<file path="src/shared/agr_map.vh">
// Register map and field constants for the gain/RTD and fault mask bank
// Assumes 16-bit registers reached by a small register index over the device port
`ifndef AGR_MAP_VH
`define AGR_MAP_VH
`define AGR_ADDR_W          4
`define AGR_DATA_W          16
`define AGR_NFAULT          8
`define AGR_ADDR_CONFIG     4'h5
`define AGR_ADDR_MASK       4'h6
`define AGR_ADDR_DETAIL     4'h7
`define AGR_RESET_CONFIG    16'h0000
`define AGR_RESET_MASK      16'h0000
`define AGR_RESET_DETAIL    16'h0000
`define AGR_CONFIG_WMASK    16'hFFF0
`define AGR_MASK_WMASK      16'h0FC6
`define AGR_BIT_WIRING      15
`define AGR_COMP_HI         14
`define AGR_COMP_LO         12
`define AGR_EXC_HI          11
`define AGR_EXC_LO          9
`define AGR_BIT_EXTRES      8
`define AGR_GAIN_HI         7
`define AGR_GAIN_LO         4
`define AGR_BIT_SUMMARY     0
`define AGR_CODE_OFF        3'h0
`define AGR_UA_OFF          10'h000
`define AGR_UA_100          10'h064
`define AGR_UA_400          10'h190
`define AGR_UA_500          10'h1F4
`define AGR_UA_600          10'h258
`define AGR_UA_900          10'h384
`define AGR_UA_1000         10'h3E8
`endif

</file>
<file path="src/agr_regs.v">
// Gain/RTD configuration and fault mask registers with fault summary
// Assumes a decoded register port (index, write strobe, read strobe) on clock,
// and raw fault levels arriving asynchronously from the analog front end.
`timescale 1ns/1ps
`default_nettype none
`include "agr_map.vh"
module agr_regs
(
    // Clock and reset
    input  wire                    clock,
    input  wire                    rst_n,
    // Register port
    input  wire [`AGR_ADDR_W-1:0]  reg_index,
    input  wire                    reg_write,
    input  wire                    reg_read,
    input  wire [`AGR_DATA_W-1:0]  reg_wdata,
    output reg  [`AGR_DATA_W-1:0]  reg_rdata,
    // Raw faults, same positions as mask bits 11:6 and 2:1
    input  wire [11:0]             fault_raw,
    // Front-end controls
    output wire                    rtd_wiring_select,
    output wire [2:0]              compensation_current_code,
    output wire [2:0]              excitation_current_code,
    output wire [9:0]              compensation_microamps,
    output wire [9:0]              excitation_microamps,
    output wire                    rtd_currents_enabled,
    output wire                    external_reference_resistor_select,
    output wire [3:0]              channel_gain_code,
    // Fault reporting
    output wire                    front_end_fault_summary,
    output reg                     error_pin_n
);
    reg  [`AGR_DATA_W-1:0] config_reg;
    reg  [`AGR_DATA_W-1:0] mask_reg;
    reg  [`AGR_DATA_W-1:0] detail_reg;
    reg  [`AGR_DATA_W-1:0] sync1_reg;
    reg  [`AGR_DATA_W-1:0] sync2_reg;
    reg  [`AGR_DATA_W-1:0] detail_next;
    wire [`AGR_DATA_W-1:0] fault_live;
    wire [`AGR_DATA_W-1:0] unmasked;
    wire                   comp_on;
    wire                   exc_on;
    wire                   detail_rd;

    // Faults are asynchronous to clock; two flops before any logic
    always @(posedge clock or negedge rst_n)
    begin
        if (!rst_n)
        begin
            sync1_reg <= `AGR_RESET_DETAIL;
            sync2_reg <= `AGR_RESET_DETAIL;
        end
        else
        begin
            sync1_reg <= {4'h0, fault_raw} & `AGR_MASK_WMASK;
            sync2_reg <= sync1_reg;
        end
    end

    assign fault_live = sync2_reg;

    always @(posedge clock or negedge rst_n)
    begin
        if (!rst_n)
        begin
            config_reg <= `AGR_RESET_CONFIG;
            mask_reg   <= `AGR_RESET_MASK;
        end
        else if (reg_write)
        begin
            if (reg_index == `AGR_ADDR_CONFIG)
                config_reg <= reg_wdata & `AGR_CONFIG_WMASK;
            if (reg_index == `AGR_ADDR_MASK)
                mask_reg <= reg_wdata & `AGR_MASK_WMASK;
        end
    end

    assign unmasked = fault_live & ~mask_reg & `AGR_MASK_WMASK;
    assign front_end_fault_summary = |unmasked;

    // latch until read; a fault in the read cycle survives
    assign detail_rd = reg_read && (reg_index == `AGR_ADDR_DETAIL);
    always @*
    begin
        detail_next = detail_rd ? `AGR_RESET_DETAIL : detail_reg;
        detail_next = detail_next | fault_live;
        detail_next[`AGR_BIT_SUMMARY] = detail_next[`AGR_BIT_SUMMARY]
                                        | front_end_fault_summary;
    end

    always @(posedge clock or negedge rst_n)
    begin
        if (!rst_n)
        begin
            detail_reg  <= `AGR_RESET_DETAIL;
            error_pin_n <= 1'b1;
        end
        else
        begin
            detail_reg  <= detail_next;
            error_pin_n <= ~front_end_fault_summary;
        end
    end

    // Read data registered; unmapped indices return zero
    always @(posedge clock or negedge rst_n)
    begin
        if (!rst_n)
            reg_rdata <= `AGR_RESET_CONFIG;
        else if (reg_read)
        begin
            case (reg_index)
                `AGR_ADDR_CONFIG: reg_rdata <= config_reg;
                `AGR_ADDR_MASK:   reg_rdata <= mask_reg;
                `AGR_ADDR_DETAIL: reg_rdata <= detail_reg;
                default:          reg_rdata <= `AGR_RESET_CONFIG;
            endcase
        end
    end

    assign rtd_wiring_select = config_reg[`AGR_BIT_WIRING];
    assign compensation_current_code = config_reg[`AGR_COMP_HI:`AGR_COMP_LO];
    assign excitation_current_code   = config_reg[`AGR_EXC_HI:`AGR_EXC_LO];
    assign external_reference_resistor_select = config_reg[`AGR_BIT_EXTRES];
    assign channel_gain_code = config_reg[`AGR_GAIN_HI:`AGR_GAIN_LO];

    agr_current_decode u_comp
    (
        .code      (compensation_current_code),
        .microamps (compensation_microamps),
        .enabled   (comp_on)
    );

    agr_current_decode u_exc
    (
        .code      (excitation_current_code),
        .microamps (excitation_microamps),
        .enabled   (exc_on)
    );

    assign rtd_currents_enabled = comp_on | exc_on;
endmodule
`default_nettype wire

</file>
<file path="src/agr_current_decode.v">
// Decoder from a 3-bit RTD current code to the magnitude in microamps
// Pure combinational; used once for excitation and once for compensation
`timescale 1ns/1ps
`default_nettype none
`include "agr_map.vh"
module agr_current_decode
(
    // Code in
    input  wire [2:0] code,
    // Magnitude out
    output reg  [9:0] microamps,
    output wire       enabled
);
    always @*
    begin
        case (code)
            3'h0:    microamps = `AGR_UA_OFF;
            3'h1:    microamps = `AGR_UA_100;
            3'h2:    microamps = `AGR_UA_400;
            3'h3:    microamps = `AGR_UA_500;
            3'h4:    microamps = `AGR_UA_500;
            3'h5:    microamps = `AGR_UA_600;
            3'h6:    microamps = `AGR_UA_900;
            3'h7:    microamps = `AGR_UA_1000;
            default: microamps = `AGR_UA_OFF;
        endcase
    end

    assign enabled = (code != `AGR_CODE_OFF);
endmodule
`default_nettype wire

</file>
<file path="config.mk">
export PLATFORM = sky130hd
export DESIGN_NAME = agr_regs
export DESIGN_NICKNAME = d
export VERILOG_FILES = /design/src/agr_regs.v /design/src/agr_current_decode.v
export VERILOG_INCLUDE_DIRS = /design/src /design/src/shared
export SDC_FILE = /design/constraint.sdc
export NUM_CORES = 1
export LEC_CHECK = 0
export BUFFER_PORTS_ARGS = -buffer_cell sky130_fd_sc_hd__clkbuf_2
export CAP_MARGIN = 20
export CORE_UTILIZATION = 35
export DETAILED_ROUTE_END_ITERATION = 8
export GPL_ROUTABILITY_DRIVEN = 0
export GPL_TIMING_DRIVEN = 0
export PLACE_DENSITY = 0.72
export REMOVE_ABC_BUFFERS = 1
export SYNTH_ARGS = -nofsm -noshare
export SYNTH_HDL_FRONTEND = slang
export SYNTH_SLANG_ARGS = --single-unit
</file>
<file path="constraint.sdc">
create_clock -name clock -period 1.1 [get_ports clock]
set_input_delay 0.055 -clock clock [delete_from_list [all_inputs] [get_ports clock]]
set_output_delay 0.055 -clock clock [all_outputs]
set_load 0.005 [all_outputs]
</file>
==> results of run 1 <==
-- routing by layer --
layer / wire [um] / track usage / vias to the layer above
li1: - / - / 900
met1: 2530 / 0.186 / 954
met2: 3000 / 0.266 / 57
met3: 258 / 0.0392 / 8
met4: 74 / 0.0836 / 0
met5: 0 / 0 / -
-- how the worst max path moves through the flow --
| stage | startpoint | to | slack [ns] | depth (start not counted) |
|---|---|---|---|---|
| 4_1_cts | fault_live[9] | front_end_fault_summary | -0.41 | 4 |
| 3_3_place_gp | reg_index[1] | mask_reg[9] | -0.36 | 4 |
| 2_1_floorplan | reg_index[2] | mask_reg[10] | 0.02 | 3 |
| 5_1_grt | fault_live[9] | front_end_fault_summary | -0.45 | 4 |
| 3_5_place_dp | reg_index[1] | mask_reg[6] | -0.39 | 4 |
| 6_report | fault_live[9] | front_end_fault_summary | -0.40 | 4 |
-- power breakdown --
part	switching, W	internal [W]
combinational	0.000825	0.00124
sequential	0.000226	0.00249
clock	0.000845	0.00126
-- metrics by stage --
stage,util,cells,cell area (um2),setup TNS [ns],setup WS [ns]
after global placement,0.413,346,3000,-23.51,-0.363
after global routing,0.549,412,3980,-6.78,-0.451
after floorplan,-,172,2500,0,0.0191
after detailed placement,0.414,346,3000,-7.82,-0.387
after CTS,0.528,408,3830,-5.17,-0.411
final,0.549,412,3980,-5.04,-0.396
-- final cells by class --
cell class / count / area (um2)
Fill cell: 622 / 3270
Multi-Input combinational cell: 100 / 1120
Clock inverter: 7 / 90.1
Clock buffer: 9 / 124
Timing Repair Buffer: 125 / 936
Inverter: 11 / 53.8
Sequential cell: 61 / 1540
Tap cell: 99 / 124
-- repair_timing --
item | CTS | global route
setup buffers | 23 | 5
endpoints found under the hold margin | 88 | 0
pin swaps | 11 | 6
setup endpoints to repair | 32 | 35
cloned | 0 | 0
resized for setup | 48 | 30
hold buffers | 23 | 0
-- placed cells by master (no fill, tap or decap), types with 6 or more instances in the layout --
master / instances
ha_4: 10
dfrtp_1: 54
mux2_4: 10
a222oi_1: 6
a22o_1: 6
dfrtp_2: 6
buf_2: 8
inv_1: 7
buf_4: 10
clkbuf_2: 61
a21o_1: 8
mux2_2: 10
dlygate4sd3_1: 23
buf_6: 20
o2bb2ai_1: 8
clkbuf_8: 9
-- cells by family after synthesis --
| group | after synthesis | share of synthesized area |
|---|---|---|
| other | 1 | 0.00143 |
| xor gates and xnor gates | 2 | 0.00668 |
| muxes | 24 | 0.116 |
| and+or+nand+nor | 21 | 0.0606 |
| DFF | 61 | 0.583 |
| buffers and inverters | 27 | 0.0678 |
| adders and majority gates | 10 | 0.0477 |
| AOI/OAI and AO/OA | 38 | 0.117 |
==> reports/qor.csv, run 1 <==
metric;value;unit
gr-total-overflow;0;
htreeDepth;3;
netlist_area;0.00262;mm2
synthToLayoutAreaGrowth;52.0;%
fin_worst_skew;0.00768;ns
synth_warnings;0;
rsz0062_at_grt;yes;
setup_ws;-0.396;ns
final-hold-violation-count;0;
io_buffers;75;
timing.fmax;668;MHz
die_w;88.5;um
timing.rr.end;reg_rdata[9];
cp.arrival;1.44;ns
cts_num_sinks;61;
grt_start_max_net_pins;62;
via_per_inst;4.66;
hp-class;input port to flip-flop;
leakage;1.85;nW
drv_slew;0;
cp-end-kind;primary output;
cts_made_buffers;9;
seq_area_frac_synth;0.583;
relSlewSlack;0.515;
finalSetupViolCount;26;
rrSetupSlack;-0.14;ns
crit_buf_inv;1;
max_stage_delay;0.38;ns
hold_depth;2;
ys_ff_latch;61;
crit_fanout;2;
diodes;0;
synthCells;184;
synth_commonest_cells;dfrtp_1, inv_1, ha_1, mux2_2, mux2_4;
synth_top_area_share;0.573;
synthArstFlopShare;1.00;
ios;87;
avgSynthCellArea;14.2;um2
clock_path_buffers;2;
synth_top_cell_by_area;dfrtp_1;
power_density;1730;mW/mm2
start_util;0.361;
die_area;0.00784;mm2
synth_cell_types;37;
coreArea;0.00725;mm2
first_global_vias;1933;
insertion_delay;0.33;ns
grt.total_usage;0.158;
r2r_cells;4;
routed_wl;5.86;mm
firstDrtPassIters;4;
yosysMostFrequentCell;dfrtp_1;
ant_nets;0;
rows;31;
startpoint_type;flip-flop;
fin_crit;1.50;ns
dp.final_hpwl;3.70;mm
status;complete, but fails checks;
cts_tree;done;
whs;0.0446;ns
crit_type;flip-flop to primary output;
violations;setup timing;
antenna_found_initial;0;
grt_pass1_wl;9.01;mm
synthTopCellsByArea;dfrtp_1, mux2_4, ha_1, mux2_2, o2bb2ai_1;
cts_root_buf;clkbuf_8;
die_h;88.5;um
largest_reg_flops;15;
tightestPinTransition;0.728;ns
cpLargestDelayFamily;simple AND/OR/NAND/NOR gates;
ir_worst_vdd;1.05;mV
crit_required;1.04;ns
wl_per_cell;14.2;um
design_power_total;0.00689;W
finalNetCount;354;
drtIter0Drc;132;
drive_gt1_frac;0.562;
min_to;reg_rdata[0];
num_vias;1919;
yosys_most_used_dff;dfrtp_1;
drc;0;
max-cap-violations;0;
path_clk_slew;0.07;ns
synth_edf_count;0;
cp_slowest_cell;dfrtp_1;
crit_chain;nand2b_1, o2111ai_2, or3_1, clkbuf_2;
worstReg2RegStart;config_reg[9];
fin_crit_sh;1.36;
min_from;reg_read;
(Power assumes the default switching activity.)
==> run 2, diff against run 1 <==
--- a/config.mk
+++ b/config.mk
@@ -16,4 +16,5 @@
 export REMOVE_ABC_BUFFERS = 1
 export SYNTH_ARGS = -nofsm -noshare
 export SYNTH_HDL_FRONTEND = slang
+export SYNTH_HIERARCHICAL = 1
 export SYNTH_SLANG_ARGS = --single-unit
==> reports/qor.csv, run 2 <==
metric;value;unit;change
status;complete, but fails checks;;
violations;setup timing;;
coreArea;0.00725;mm2;unchanged
synthCells;189;;+2.7%
rrSetupSlack;-0.22;ns;-0.08 ns
hold_depth;3;;+1
max_stage_delay;0.42;ns;+0.04 ns
drtIter0Drc;72;;-45%
synthTopCellsByArea;dfrtp_1, mux2_4, ha_1, mux2_2, o2bb2ai_1;;
wl_per_cell;15.3;um;+7.7%
antenna_found_initial;0;;unchanged
grt_start_max_net_pins;62;;unchanged
tns;-5.53;ns;-0.486 ns
drc;0;;unchanged
min_from;reg_read;;
final_cell_mix;clkbuf_2, dfrtp_1, buf_6;;
clock_path_buffers;2;;unchanged
leakage;1.95;nW;+5.4%
start_util;0.364;;+0.00259
cp-end-kind;primary output;;
synth_cell_types;36;;-2.7%
cts_made_buffers;9;;unchanged
synth_top_cell_by_area;dfrtp_1;;
drive_gt1_frac;0.571;;+0.00870
crit_chain;nand2b_4, o2111ai_4, or3_1, buf_2;;
rsz0062_at_grt;yes;;
worstReg2RegStart;config_reg[9];;
whs;0.0211;ns;-0.0235 ns
htreeDepth;3;;unchanged
firstDrtPassIters;4;;unchanged
finalNetCount;372;;+5.1%
timing.rr.end;reg_rdata[9];;
drt-met1-wl;2.55;mm;+0.87%
finalSetupViolCount;30;;+15%
num_vias;2025;;+5.5%
fin_worst_skew;0.00662;ns;-0.00105 ns
crit_buf_inv;1;;unchanged
rows;31;;unchanged
io_buffers;75;;unchanged
synth_warnings;6;;+6
cts_root_buf;clkbuf_8;;
ir_worst_vdd;0.915;mV;-13%
ant_nets;0;;unchanged
seq_area_frac_synth;0.579;;-0.00414
startpoint_type;flip-flop;;
yosysMostFrequentCell;dfrtp_1;;
r2r_cells;5;;+1
gr-total-overflow;0;;unchanged
path_clk_slew;0.06;ns;about the same
cpLargestDelayFamily;simple AND/OR/NAND/NOR gates;;
relSlewSlack;0.451;;-0.0641
ios;87;;unchanged
synth_commonest_cells;dfrtp_1, inv_1, ha_1, mux2_2, mux2_4;;
tightestPinTransition;0.815;ns;+0.0875 ns
die_h;88.9;um;+0.35%
cts_tree;done;;
netlist_area;0.00264;mm2;+0.72%
crit_type;flip-flop to primary output;;
synthToLayoutAreaGrowth;56.7;%;
wl_met2;3.59;mm;+20%
drv_slew;0;;unchanged
highest_layer;met4;;
synthArstFlopShare;1.00;;unchanged
timing.fmax;666;MHz;-0.43%
largest_reg_flops;15;;unchanged
via_per_inst;4.71;;+1.1%
final-hold-violation-count;0;;unchanged
cts_num_sinks;61;;unchanged
die_area;0.00789;mm2;+0.70%
fin_crit_sh;1.37;;+0.00589
ys_ff_latch;61;;unchanged
dp.final_hpwl;3.78;mm;+2.1%
crit_required;1.04;ns;about the same
max-cap-violations;0;;unchanged
cp_slowest_cell;dfrtp_1;;
grt.total_usage;0.170;;+0.0128
hp-class;input port to flip-flop;;
yosys_most_used_dff;dfrtp_1;;
min_to;reg_rdata[0];;
setup_ws;-0.402;ns;-0.00648 ns
insertion_delay;0.33;ns;about the same
grt_pass1_wl;9.50;mm;+5.4%
first_global_vias;2007;;+3.8%
die_w;88.9;um;+0.35%
final_common_cell;clkbuf_2;;
diodes;0;;unchanged
wl_met3;337;um;+31%
synth_edf_count;0;;unchanged
cp.arrival;1.45;ns;about the same
routed_wl;6.59;mm;+12%
fin_crit;1.50;ns;+0.00648 ns
power_density;1790;mW/mm2;+3.3%
synth_top_area_share;0.569;;-0.00407
crit_fanout;2;;unchanged
avgSynthCellArea;14.0;um2;-1.9%
run 2: cell type report:
class | count | area (um2)
Sequential cell | 61 | 1540
Fill cell | 637 | 3120
Timing Repair Buffer | 140 | 1040
Inverter | 11 | 46.3
Multi-Input combinational cell | 103 | 1140
Clock buffer | 12 | 155
Clock inverter | 4 | 95.1
Tap cell | 99 | 124
run 2: stage by stage:
stage	area (um2)	utilization	setup slack [ns]	total power (W)	instances
floorplan	2510	-	0.00238	0.00332	175
global placement	3010	0.415	-0.435	0.00385	349
detailed placement	3010	0.415	-0.475	0.00390	349
CTS	3910	0.539	-0.419	0.00702	417
global route	4140	0.570	-0.448	0.00780	430
finish	4140	0.570	-0.402	0.00739	430
run 2: kinds of logic (layout without fill, tap and decap cells):
kind of cell               Yosys count  in the layout  share of synthesized area
DFF                                 61             61                      0.579
AOI/OAI and AO/OA                   38             38                      0.116
buffers and inverters               27            167                     0.0673
muxes                               24             24                      0.115
and+or+nand+nor                     24             24                     0.0654
adders and majority gates           10             10                     0.0474
other                                3              5                    0.00427
xor gates and xnor gates             2              2                    0.00664
run 2: worst max-delay path by stage:
stage                  startpoint                      end  slack [ns]  cells after the start
CTS                   mask_reg[8]  front_end_fault_summary       -0.42                      4
global placement     reg_index[0]            config_reg[4]       -0.44                      4
detailed placement   reg_index[1]             mask_reg[11]       -0.47                      4
global route        fault_live[7]  front_end_fault_summary       -0.45                      4
finish              fault_live[7]  front_end_fault_summary       -0.40                      4
floorplan            reg_index[0]           config_reg[15]       0.002                      3
run 2: where the power goes:
group          internal (W)  switching, W  total (W)
Sequential          0.00249      0.000205    0.00269
Combinational       0.00136      0.000885    0.00224
Clock               0.00163      0.000826    0.00245
Total               0.00547       0.00192    0.00739
run 2: repair_timing:
action | 4_1_cts | 5_1_grt
pin swaps | 13 | 11
gates cloned | 0 | 0
resized for setup | 47 | 39
hold endpoints to repair | 89 | 0
hold buffers | 24 | 0
setup buffers | 28 | 14
setup endpoints to repair | 42 | 56
run 2: tightest hold or removal path: stages:
cell	delay, ns
clkbuf_2	0.12
nand3_1	0.07
o21ai_0	0.07
run 2: layer usage:
metal / vias up / track usage
met2: 63 / 0.322
met5: - / 0
li1: 932 / -
met1: 1019 / 0.174
met4: 0 / 0.0587
met3: 11 / 0.0588
